`config.mk`:
```
export PLATFORM = sky130hd
export DESIGN_NAME = uhd_top
export DESIGN_NICKNAME = d
export VERILOG_FILES = /design/src/design/uhd_pkg.sv /design/src/design/uhd_link_if.sv /design/src/design/uhd_baud.sv /design/src/design/uhd_rx.sv /design/src/design/uhd_top.sv
export SDC_FILE = /design/constraint.sdc
export NUM_CORES = 1
export LEC_CHECK = 0
export BUFFER_PORTS_ARGS = -buffer_cell sky130_fd_sc_hd__buf_2
export CORE_UTILIZATION = 68
export CTS_CLUSTER_DIAMETER = 120
export DETAILED_ROUTE_END_ITERATION = 8
export HOLD_SLACK_MARGIN = 0.05
export PLACE_DENSITY_LB_ADDON = 0.1
export SETUP_SLACK_MARGIN = 0.4
export SYNTH_ARGS = -nofsm -noshare
export SYNTH_HDL_FRONTEND = slang
export SYNTH_SLANG_ARGS = --single-unit
export TNS_END_PERCENT = 50
```
`constraint.sdc`:
```
create_clock -name CLK -period 30.3 [get_ports CLK]
set_clock_uncertainty 0.05 [all_clocks]
set_input_delay 3.03 -clock CLK [delete_from_list [all_inputs] [get_ports CLK]]
set_output_delay 3.03 -clock CLK [all_outputs]
set_load 0.05 [all_outputs]
```
`src/design/uhd_pkg.sv`:
```
// Functional notes
// - Divisor registers visible only while format bit7 set
// - Divisor low byte bits 7:0, high 15:8
// - Reset leaves both divisor bytes unset
// - Holding write captured only if room exists
// - Holding-empty sets when shifter takes the byte
// - Holding-empty reads zero while bytes still wait
// - Holding read returns oldest byte and pops it
// - Start falling edge starts 16x tick counter
// - Mid start sample must still be low
// - High mid sample is a false start
// - Receive status shows in line status register
// - Mask register gates three interrupt sources
// - Enabled pending interrupts drive the interrupt pin
// - Data-available interrupt at trigger level in queue mode
// - Data-available interrupt drops below trigger level
// - Source register shows data-available code at trigger
// - Source code clears with interrupt below trigger
// - Data-ready sets when a character enters queue
// - Data-ready clears only when receive queue empties
// - Trigger code 00/01/10/11 gives 1/4/8/14
// - Queue control bit0 enables both queues
// - Holding-empty on status bit5, set when empty
package uhd_pkg;
  // Register addresses on the host bus
  localparam logic [2:0] ADDR_HOLD   = 3'h0;
  localparam logic [2:0] ADDR_MASK   = 3'h1;
  localparam logic [2:0] ADDR_SRC    = 3'h2;
  localparam logic [2:0] ADDR_FORMAT = 3'h3;
  localparam logic [2:0] ADDR_STATUS = 3'h5;
  // Field positions
  localparam int LCR_DIV_ACCESS = 7;
  localparam int FCR_ENABLE     = 0;
  localparam int FCR_RX_CLEAR   = 1;
  localparam int FCR_TX_CLEAR   = 2;
  localparam int FCR_TRIG_LO    = 6;
  localparam int FCR_TRIG_HI    = 7;
  localparam int IER_RX_READY   = 0;
  localparam int IER_TX_EMPTY   = 1;
  localparam int IER_LINE       = 2;
  // Reset values
  localparam logic [7:0] LCR_RESET = 8'h00;
  localparam logic [3:0] IER_RESET = 4'h0;
  // Interrupt source codes
  localparam logic [3:0] SRC_NONE  = 4'h1;
  localparam logic [3:0] SRC_LINE  = 4'h6;
  localparam logic [3:0] SRC_RDA   = 4'h4;
  localparam logic [3:0] SRC_THRE  = 4'h2;
  // Queue sizes and trigger levels
  localparam logic [4:0] DEPTH_QUEUE  = 5'h10;
  localparam logic [4:0] DEPTH_SINGLE = 5'h01;
  localparam logic [4:0] TRIG_00      = 5'h01;
  localparam logic [4:0] TRIG_01      = 5'h04;
  localparam logic [4:0] TRIG_10      = 5'h08;
  localparam logic [4:0] TRIG_11      = 5'h0e;
  // Bit timing in 16x ticks
  localparam logic [3:0] TICK_LAST    = 4'hf;
  localparam logic [3:0] START_MID    = 4'h7;
  localparam logic [2:0] DATA_LAST    = 3'h7;
  localparam logic [3:0] TX_LAST_BIT  = 4'h9;
endpackage : uhd_pkg

```
`src/design/uhd_link_if.sv`:
```
`timescale 1ns/1ps
interface uhd_link_if;
  logic [15:0] divisor;
  logic        tick;
  logic        rx_valid;
  logic [7:0]  rx_data;
  logic        rx_frame_err;
  modport baud (input divisor, output tick);
  modport rx   (input tick, output rx_valid, output rx_data, output rx_frame_err);
  modport core (output divisor, input tick, input rx_valid, input rx_data,
                input rx_frame_err);
endinterface : uhd_link_if

```
`src/design/uhd_baud.sv`:
```
`timescale 1ns/1ps
module uhd_baud (
  // Clock and reset
  input wire logic clk,
  input wire logic rst,
  // Divisor in, tick out
  uhd_link_if.baud lnk
);
  typedef struct packed {
    logic [15:0] cnt;
    logic        tick;
  } uhd_baud_s;

  uhd_baud_s s_reg;
  uhd_baud_s s_next;

  // Divide by the divisor; zero behaves like one so the tick never stalls
  always_comb begin
    s_next      = s_reg;
    s_next.tick = 1'b0;
    if ({1'b0, s_reg.cnt} + 17'h1 >= {1'b0, lnk.divisor}) begin
      s_next.cnt  = 16'h0;
      s_next.tick = 1'b1;
    end else begin
      s_next.cnt = s_reg.cnt + 16'h1;
    end
  end

  always_ff @(posedge clk or posedge rst) begin
    if (rst) begin
      s_reg <= '0;
    end else begin
      s_reg <= s_next;
    end
  end

  assign lnk.tick = s_reg.tick;
endmodule : uhd_baud

```
`src/design/uhd_rx.sv`:
```
`timescale 1ns/1ps
module uhd_rx (
  // Clock and reset
  input wire logic clk,
  input wire logic rst,
  // Serial input
  input wire logic rxd,
  // Tick in, characters out
  uhd_link_if.rx   lnk
);
  typedef enum logic [1:0] {RX_IDLE, RX_START, RX_DATA, RX_STOP} uhd_rx_e;
  typedef struct packed {
    uhd_rx_e    state;
    logic       rxd_prev;
    logic [3:0] tick_cnt;
    logic [2:0] bit_idx;
    logic [7:0] shreg;
    logic       valid;
    logic [7:0] data;
    logic       ferr;
  } uhd_rx_s;

  uhd_rx_s s_reg;
  uhd_rx_s s_next;

  // Start qualification, then one sample per bit centre
  always_comb begin
    s_next          = s_reg;
    s_next.valid    = 1'b0;
    s_next.rxd_prev = rxd;
    case (s_reg.state)
      RX_IDLE: begin
        if (s_reg.rxd_prev && !rxd) begin
          s_next.state    = RX_START;
          s_next.tick_cnt = 4'h0;
        end
      end
      RX_START: begin
        if (lnk.tick) begin
          if (s_reg.tick_cnt == uhd_pkg::START_MID) begin
            // Glitch shorter than half a bit is dropped here
            if (!rxd) begin
              s_next.state    = RX_DATA;
              s_next.tick_cnt = 4'h0;
              s_next.bit_idx  = 3'h0;
            end else begin
              s_next.state = RX_IDLE;
            end
          end else begin
            s_next.tick_cnt = s_reg.tick_cnt + 4'h1;
          end
        end
      end
      RX_DATA: begin
        if (lnk.tick) begin
          s_next.tick_cnt = s_reg.tick_cnt + 4'h1;
          if (s_reg.tick_cnt == uhd_pkg::TICK_LAST) begin
            s_next.shreg   = {rxd, s_reg.shreg[7:1]};
            s_next.bit_idx = s_reg.bit_idx + 3'h1;
            if (s_reg.bit_idx == uhd_pkg::DATA_LAST) begin
              s_next.state = RX_STOP;
            end
          end
        end
      end
      RX_STOP: begin
        if (lnk.tick) begin
          s_next.tick_cnt = s_reg.tick_cnt + 4'h1;
          if (s_reg.tick_cnt == uhd_pkg::TICK_LAST) begin
            s_next.valid = 1'b1;
            s_next.data  = s_reg.shreg;
            s_next.ferr  = !rxd;
            s_next.state = RX_IDLE;
          end
        end
      end
      default: begin
        s_next.state = RX_IDLE;
      end
    endcase
  end

  always_ff @(posedge clk or posedge rst) begin
    if (rst) begin
      s_reg          <= '0;
      s_reg.state    <= RX_IDLE;
      s_reg.rxd_prev <= 1'b1;
    end else begin
      s_reg <= s_next;
    end
  end

  assign lnk.rx_valid     = s_reg.valid;
  assign lnk.rx_data      = s_reg.data;
  assign lnk.rx_frame_err = s_reg.ferr;
endmodule : uhd_rx

```
`src/design/uhd_top.sv`:
```
`timescale 1ns/1ps
module uhd_top (
  // Clock and reset
  input  wire logic       CLK,
  input  wire logic       RESET,
  // Host register bus
  input  wire logic       CS_N,
  input  wire logic       IOR_N,
  input  wire logic       IOW_N,
  input  wire logic [2:0] A,
  input  wire logic [7:0] D_IN,
  output logic      [7:0] D_OUT,
  output logic            D_OE_N,
  // Serial line
  input  wire logic       RXD,
  output logic            TXD,
  // Interrupt to host
  output logic            INT
);
  typedef struct packed {
    logic [7:0]       line_format_control;
    logic [3:0]       irq_mask_reg;
    logic             fifo_en;
    logic [1:0]       trig;
    logic [15:0][7:0] tx_mem;
    logic [3:0]       tx_rd;
    logic [3:0]       tx_wr;
    logic [4:0]       tx_cnt;
    logic [15:0][7:0] rx_mem;
    logic [3:0]       rx_rd;
    logic [3:0]       rx_wr;
    logic [4:0]       rx_cnt;
    logic             overrun;
    logic             framing;
    logic             tx_busy;
    logic [9:0]       tx_frame;
    logic [3:0]       tx_bitn;
    logic [3:0]       tx_tick;
    logic             txd;
    logic             wr_act;
    logic             rd_act;
    logic [7:0]       dout;
    logic             doe_n;
    logic             irq;
  } uhd_top_s;

  uhd_top_s   s_reg;
  uhd_top_s   s_next;
  logic [7:0] div_lo_reg;
  logic [7:0] div_hi_reg;
  logic       wr_stb;
  logic       rd_stb;
  logic       dlab;

  uhd_link_if lnk ();

  uhd_baud u_baud (
    .clk (CLK),
    .rst (RESET),
    .lnk (lnk.baud)
  );

  uhd_rx u_rx (
    .clk (CLK),
    .rst (RESET),
    .rxd (RXD),
    .lnk (lnk.rx)
  );

  assign lnk.divisor = {div_hi_reg, div_lo_reg};

  // Trigger level from the two queue-control bits
  function automatic logic [4:0] trig_level(input logic [1:0] code);
    case (code)
      2'h0:    trig_level = uhd_pkg::TRIG_00;
      2'h1:    trig_level = uhd_pkg::TRIG_01;
      2'h2:    trig_level = uhd_pkg::TRIG_10;
      default: trig_level = uhd_pkg::TRIG_11;
    endcase
  endfunction : trig_level

  // Highest pending enabled source; modem status has no source here
  function automatic logic [3:0] src_code(input uhd_top_s st);
    logic rda;
    rda = st.fifo_en ? (st.rx_cnt >= trig_level(st.trig))
                     : (st.rx_cnt != 5'h0);
    if (st.irq_mask_reg[uhd_pkg::IER_LINE] && (st.overrun || st.framing)) begin
      src_code = uhd_pkg::SRC_LINE;
    end else if (st.irq_mask_reg[uhd_pkg::IER_RX_READY] && rda) begin
      src_code = uhd_pkg::SRC_RDA;
    end else if (st.irq_mask_reg[uhd_pkg::IER_TX_EMPTY] && st.tx_cnt == 5'h0) begin
      src_code = uhd_pkg::SRC_THRE;
    end else begin
      src_code = uhd_pkg::SRC_NONE;
    end
  endfunction : src_code

  // Accesses act once, on the first cycle a strobe is seen low
  assign wr_stb = !CS_N && !IOW_N && !s_reg.wr_act;
  assign rd_stb = !CS_N && !IOR_N && !s_reg.rd_act;
  assign dlab   = s_reg.line_format_control[uhd_pkg::LCR_DIV_ACCESS];

  // Divisor bytes are kept out of reset on purpose
  always_ff @(posedge CLK) begin
    if (wr_stb && dlab && A == uhd_pkg::ADDR_HOLD) begin
      div_lo_reg <= D_IN;
    end
    if (wr_stb && dlab && A == uhd_pkg::ADDR_MASK) begin
      div_hi_reg <= D_IN;
    end
  end

  // Register access, both queues, transmitter and status
  always_comb begin
    logic [4:0] cap;
    logic       tx_pop;
    logic       tx_push;
    logic       rx_push;
    logic       rx_pop;
    logic       hold_wr;
    logic       hold_rd;
    logic       status_rd;
    logic [7:0] line_status_reg;
    cap       = s_reg.fifo_en ? uhd_pkg::DEPTH_QUEUE : uhd_pkg::DEPTH_SINGLE;
    hold_wr   = wr_stb && !dlab && A == uhd_pkg::ADDR_HOLD;
    hold_rd   = rd_stb && !dlab && A == uhd_pkg::ADDR_HOLD;
    status_rd = rd_stb && A == uhd_pkg::ADDR_STATUS;
    // Every local gets a value first so no latch is inferred
    tx_pop    = 1'b0;
    tx_push   = 1'b0;
    rx_push   = 1'b0;
    rx_pop    = 1'b0;
    line_status_reg       = 8'h00;
    s_next    = s_reg;
    s_next.wr_act = !CS_N && !IOW_N;
    s_next.rd_act = !CS_N && !IOR_N;
    s_next.doe_n  = !(!CS_N && !IOR_N);

    // Line status: data ready and holding-empty follow the counts
    line_status_reg = 8'h00;
    line_status_reg[0] = s_reg.rx_cnt != 5'h0;
    line_status_reg[1] = s_reg.overrun;
    line_status_reg[3] = s_reg.framing;
    line_status_reg[5] = s_reg.tx_cnt == 5'h0;
    line_status_reg[6] = (s_reg.tx_cnt == 5'h0) && !s_reg.tx_busy;

    // Read data is latched at the strobe and held while it stays low
    if (rd_stb) begin
      case (A)
        uhd_pkg::ADDR_HOLD:   s_next.dout = dlab ? div_lo_reg : s_reg.rx_mem[s_reg.rx_rd];
        uhd_pkg::ADDR_MASK:   s_next.dout = dlab ? div_hi_reg : {4'h0, s_reg.irq_mask_reg};
        uhd_pkg::ADDR_SRC:    s_next.dout = {{2{s_reg.fifo_en}}, 2'h0, src_code(s_reg)};
        uhd_pkg::ADDR_FORMAT: s_next.dout = s_reg.line_format_control;
        uhd_pkg::ADDR_STATUS: s_next.dout = line_status_reg;
        default:              s_next.dout = 8'h00;
      endcase
    end

    // Transmit: shifter takes the oldest byte as soon as it is idle
    tx_pop  = !s_reg.tx_busy && s_reg.tx_cnt != 5'h0;
    // A write with no room is dropped, so the host must watch the flag
    tx_push = hold_wr && (s_reg.tx_cnt < cap || tx_pop);
    if (tx_push) begin
      s_next.tx_mem[s_reg.tx_wr] = D_IN;
      s_next.tx_wr = s_reg.tx_wr + 4'h1;
    end
    if (tx_pop) begin
      s_next.tx_frame = {1'b1, s_reg.tx_mem[s_reg.tx_rd], 1'b0};
      s_next.tx_rd    = s_reg.tx_rd + 4'h1;
      s_next.tx_busy  = 1'b1;
      s_next.tx_bitn  = 4'h0;
      s_next.tx_tick  = 4'h0;
    end else if (s_reg.tx_busy && lnk.tick) begin
      s_next.tx_tick = s_reg.tx_tick + 4'h1;
      if (s_reg.tx_tick == uhd_pkg::TICK_LAST) begin
        s_next.tx_frame = {1'b1, s_reg.tx_frame[9:1]};
        s_next.tx_bitn  = s_reg.tx_bitn + 4'h1;
        if (s_reg.tx_bitn == uhd_pkg::TX_LAST_BIT) begin
          s_next.tx_busy = 1'b0;
        end
      end
    end
    s_next.tx_cnt = s_reg.tx_cnt + {4'h0, tx_push} - {4'h0, tx_pop};

    // Receive: a full queue keeps its contents and flags overrun
    rx_pop  = hold_rd && s_reg.rx_cnt != 5'h0;
    rx_push = lnk.rx_valid && (s_reg.rx_cnt < cap || rx_pop);
    if (rx_push) begin
      s_next.rx_mem[s_reg.rx_wr] = lnk.rx_data;
      s_next.rx_wr = s_reg.rx_wr + 4'h1;
    end
    if (rx_pop) begin
      s_next.rx_rd = s_reg.rx_rd + 4'h1;
    end
    s_next.rx_cnt = s_reg.rx_cnt + {4'h0, rx_push} - {4'h0, rx_pop};

    // Sticky errors clear on a status read; a new event wins the tie
    s_next.overrun = (s_reg.overrun && !status_rd) || (lnk.rx_valid && !rx_push);
    s_next.framing = (s_reg.framing && !status_rd) || (lnk.rx_valid && lnk.rx_frame_err);

    // Control register writes
    if (wr_stb && !dlab && A == uhd_pkg::ADDR_MASK) begin
      s_next.irq_mask_reg = D_IN[3:0];
    end
    if (wr_stb && A == uhd_pkg::ADDR_FORMAT) begin
      s_next.line_format_control = D_IN;
    end
    if (wr_stb && A == uhd_pkg::ADDR_SRC) begin
      s_next.fifo_en = D_IN[uhd_pkg::FCR_ENABLE];
      // Switching mode flushes both queues so no stale byte survives
      if (D_IN[uhd_pkg::FCR_ENABLE] != s_reg.fifo_en || D_IN[uhd_pkg::FCR_RX_CLEAR]) begin
        s_next.rx_cnt = 5'h0;
        s_next.rx_rd  = 4'h0;
        s_next.rx_wr  = 4'h0;
      end
      if (D_IN[uhd_pkg::FCR_ENABLE] != s_reg.fifo_en || D_IN[uhd_pkg::FCR_TX_CLEAR]) begin
        s_next.tx_cnt = 5'h0;
        s_next.tx_rd  = 4'h0;
        s_next.tx_wr  = 4'h0;
      end
      if (D_IN[uhd_pkg::FCR_ENABLE]) begin
        s_next.trig = D_IN[uhd_pkg::FCR_TRIG_HI:uhd_pkg::FCR_TRIG_LO];
      end
    end

    // Serial output and interrupt pin follow the next state
    s_next.txd = s_next.tx_busy ? s_next.tx_frame[0] : 1'b1;
    s_next.irq = src_code(s_next) != uhd_pkg::SRC_NONE;
  end

  always_ff @(posedge CLK or posedge RESET) begin
    if (RESET) begin
      s_reg       <= '0;
      s_reg.line_format_control   <= uhd_pkg::LCR_RESET;
      s_reg.irq_mask_reg   <= uhd_pkg::IER_RESET;
      s_reg.txd   <= 1'b1;
      s_reg.doe_n <= 1'b1;
    end else begin
      s_reg <= s_next;
    end
  end

  // Outputs straight from state flops
  assign D_OUT  = s_reg.dout;
  assign D_OE_N = s_reg.doe_n;
  assign TXD    = s_reg.txd;
  assign INT    = s_reg.irq;
endmodule : uhd_top

```
[Word level (Yosys, flattened, before mapping)]
Index checks and enable logic that the tools add are counted.
Word-level totals
  register bits: 392
  input port bits: 17
  output and inout port bits: 11
  logic and storage cells: 259
Cells by class
  add/subtract/negate cells: 14
  order comparisons: 11
  equal/unequal tests: 28
  muxes and demuxes: 67
  reduce and logical (&&, ||, !) cells: 71
Operator list (number)
  $bwmux 128: 2
  $bmux 8 s4: 2
  $demux 8 s4: 2
  $mux 13: 4
  $mux 8: 6
  $pmux 8 s5: 1
  $mux 19: 2
  $logic_and 1x1->1: 34
  $mux 10: 3
  $mux 15: 2
  $add 4x1->4 const B: 7
  $mux 4: 7
  $mux 2: 12
  $pmux 4 s3: 2
  $mux 3: 7
  $lt 4x5->1 const B: 4
  $add 16x1->17 const B: 1
  $ge 17x16->1: 1
  $add 16x1->16 const B: 1
  $mux 16: 1
  $pmux 4 s4: 1
  $mux 5: 3
  $reduce_bool 5->1: 3
  $mux 7: 2
  other kinds (33): 81

[Longest topological paths before layout]
  word-level depth: 18
  mapped depth: 21
  gate-level depth less buffers: 20

[Cells and area by module]
A second synthesis with hierarchy kept.
Unflattened totals
  cell total of the unflattened synthesis: 1423
  area, all modules: 19327.3 um^2
By module, submodules not included
  uhd_top: times used 1, cells an instance 1185, area each 16733.5 um^2, seq. area each 8765.9 um^2
  uhd_rx: times used 1, cells an instance 106, area each 1338.8 um^2, seq. area each 701.9 um^2
  uhd_baud: times used 1, cells an instance 132, area each 1255.0 um^2, seq. area each 425.4 um^2

[Worst setup path before layout]
Ideal clock, no wire load.
  kind: input-to-reg
  start point: input A[1]
  end point: register s_reg (netlist bit INT)
  library setup time: 0.140 ns
  arrival: 6.234 ns
  required time: 30.110 ns
  setup slack: 23.876 ns
  stages: 17
  buffers on the path: 2
  path through: buf_2 -> nor4_2 -> nand3_2 -> a21boi_4 -> buf_6 -> inv_1 -> ha_1 -> inv_1 -> ha_1 -> fa_1 -> nor2b_1 -> ha_1 -> o21ai_0 -> a21oi_1 -> a21o_1 -> a2111oi_0 -> o211ai_1
RTL lines
  start: declaration: RTL line uhd_top.sv:10  | input wire logic [2:0] A,
  end signal: assignment: RTL line uhd_top.sv:239  | s_reg <= s_next;
  end: declaration: RTL line uhd_top.sv:47  | uhd_top_s s_reg;

==> flow_summary.yaml <==
run_status:
  status: "finished, final reports clean"
clock_network:
  clk_latency_ns: 0.55
  cts_hold_buf: 0
  cts_made_buffers: 42
  cts_resized: 0
  cts_root_buffer: "clkbuf_16"
  path_clk_slew_ns: 0.06
  cts_num_sinks: 392
  htree_levels: 2
  cts_buffer_depth: 3
  cts_tree: "done"
  post_cts_buffers: 0
global_route:
  antenna_found_initial: 2
  grt_pass1_wl_um: 64700
  grt_overflow: 0
  grt_pass1_vias: 11707
  grt_max_degree: 138
  grt_usage_pct: 29.3
layout:
  layout_commonest_cell: "dfrtp_1"
  drive_gt1_share_pct: 35.7
  final_nets: 1461
  largest_reg_flops: 319
  final_cell_area_um2: 21000
  antennaDiodeCount: 0
  final_cell_mix: "dfrtp_1 (371), mux2_2 (280), mux4_2 (68)"
  num-fill-cells: 1694
  syn_to_final_growth_pct: 9.03
sta:
  tns_ns: 0
  setup_viol: 0
  fmax_mhz: 142
  rsz0062_at_grt: "no"
  tightest_slew_ns: 1.14
  slew_headroom_pct: 23.9
  finalMaxSlewViolations: 0
  finalHoldViolCount: 0
  period_needed_ns: 7.04
  fin_crit_sh_pct: 23.2
setup_path:
  crit_start: "CS_N"
  cp-start-kind: "input pin"
  r2r_slack_ns: 25.39
  cp.required_ns: 30.66
  crit_type: "input pin to flop"
  cp_max_fo: 22
  cp-end-kind: "flop"
  reg2reg_from: "s_reg[318]"
  arrival_ns: 7.40
synth:
  synth.ff_latch_count: 392
  syn_area_um2: 19300
  yosys_warnings: 0
  ys_seq_area_share_pct: 51.3
  synthFlopType: "dfrtp_1"
  synth.avg_cell_area_um2: 13.9
  synth_nets: 1460
  synthArstFlopShare_pct: 95.9
  synth_cells: 1384
  synth_cell_types: 75
  synth_edf_count: 16
placed_design:
  gp_congestion: 0.929
  numPortBuffers: 27
  place_area_um2: 19600
  dpl.hpwl_um: 26400
power:
  clockPowerShare_pct: 40.0
  p_int_uw: 958
  p_sw_uw: 362
  p_seq_share_pct: 43.9
  vdd_drop_max_v: 0.0000607
  p_comb_share_pct: 16.1
  power.density_nw_per_um2: 62.7
  p_sw_share_pct: 27.4
  p_leak_nw: 10.2
drt:
  drcViolationCount: 0
  final_antenna_net_count: 0
  first_pass_iters: 5
  vias_per_cell: 6.30
  dr.first_iter.drc_count: 822
  drt-total-wl_um: 40100
  vias: 11328
  routed_wire_length_per_instance_um: 22.3
die:
  fp.dieW_um: 170
  die_h_um: 170
  dieArea_um2: 29100
  start_util_pct: 69.3
  num_io_pins: 28
  rows: 61
  core-area_um2: 27900
worst_hold_path:
  min_from: "s_reg[30]"
  hp-class: "flop to flop"
job:
  maxCapViolCount: 0
[metal layers]
layer | global-route usage, % | part of all wire [%] | wire length [µm] | vias up
met5 | 0 | 0.020 | 8 | -
met4 | 9.48 | 2.7 | 1060 | 2
met3 | 5.16 | 5.2 | 2070 | 68
met2 | 46.9 | 48 | 19400 | 272
met1 | 41.2 | 44 | 17500 | 5933
li1 | - | - | - | 5053
[metrics by stage]
step / setup slack [ns] / util (%) / std cells / total power [mW] / hold slack (ns)
after CTS: 23.26 / 75.5 / 1797 / 1.33 / 0.435
after detailed placement: 22.74 / 70.3 / 1719 / 0.799 / 0.415
after global placement: 22.90 / 70.3 / 1719 / 0.791 / 0.405
after global routing: 23.01 / 75.5 / 1797 / 1.37 / 0.456
after floorplan: 16.78 / - / 1384 / 0.753 / 0.389
final: 23.26 / 75.5 / 1797 / 1.32 / 0.436
[power by group through the flow]
stage               logic, mW  registers [mW]  clock network [mW]
finish                  0.213           0.579               0.528
global route            0.236           0.582               0.556
CTS                     0.214           0.579               0.535
detailed placement      0.211           0.588                   0
global placement        0.204           0.587                   0
floorplan               0.176           0.577                   0
[cells by family (layout without fill, tap and decap cells)]
kind of cell / after synthesis / count (layout) / share of synthesized area (%)
compound gates: 114 / 114 / 3.75
flops: 392 / 392 / 51.3
xor+xnor: 39 / 39 / 1.77
buf+inv: 128 / 163 / 3.10
mux: 382 / 382 / 27.0
fa+ha+maj: 59 / 59 / 3.90
simple gates: 270 / 270 / 9.21
[Yosys cell counts (all sizes together) (6+ instances only)]
master | n | area share (%)
xor2 | 22 | 1.0
mux2 | 285 | 17
nor3 | 10 | 0.46
ha | 57 | 3.7
mux4 | 79 | 9.4
nand3 | 35 | 1.6
and3 | 12 | 0.39
dfrtp | 373 | 48
nand4 | 21 | 1.2
edfxtp | 16 | 2.5
a21oi | 26 | 0.67
o21ai | 41 | 1.1
xnor2 | 17 | 0.77
nand2b | 6 | 0.19
a21o | 8 | 0.31
mux2i | 18 | 0.93
buf | 43 | 1.4
inv | 47 | 0.91
clkbuf | 38 | 0.74
nand2 | 66 | 1.3
nor2 | 63 | 1.2
nor2b | 30 | 0.97
[cell type report]
type	count	area, µm²	share of cell area [%]
inverters	47	184	0.874
repair buffers	38	218	1.03
multi-input cells	864	8810	41.9
well taps	378	473	2.25
flip-flops and latches	392	9900	47.0
clock buffers	62	1290	6.13
clock inverters	16	171	0.815
[final timing paths]
| kind | endpoint | cells past startpoint |
|---|---|---|
| worst max-delay path | INT | 16 |
| worst min-delay path | s_reg[30] | 1 |
| worst max register to register | INT | 17 |
| worst min register to register | s_reg[30] | 1 |
| max in group asynchronous | s_reg[43] | 3 |
| min in group asynchronous | u_rx.s_reg[21] | 2 |
[worst max-delay path, stage by stage]
cell and delay (ns):
buf_2 0.14, nor4_2 0.40, nand3_2 0.23, a21boi_4 0.91
inv_1 0.10, ha_1 0.32, inv_1 0.04, ha_1 0.19
fa_1 0.50, nor2b_1 0.20, ha_1 0.26, o21ai_0 0.20
a21oi_1 0.09, a21o_1 0.16, a2111oi_0 0.44, o211ai_1 0.16
Power figures use the tool's default switching activity.
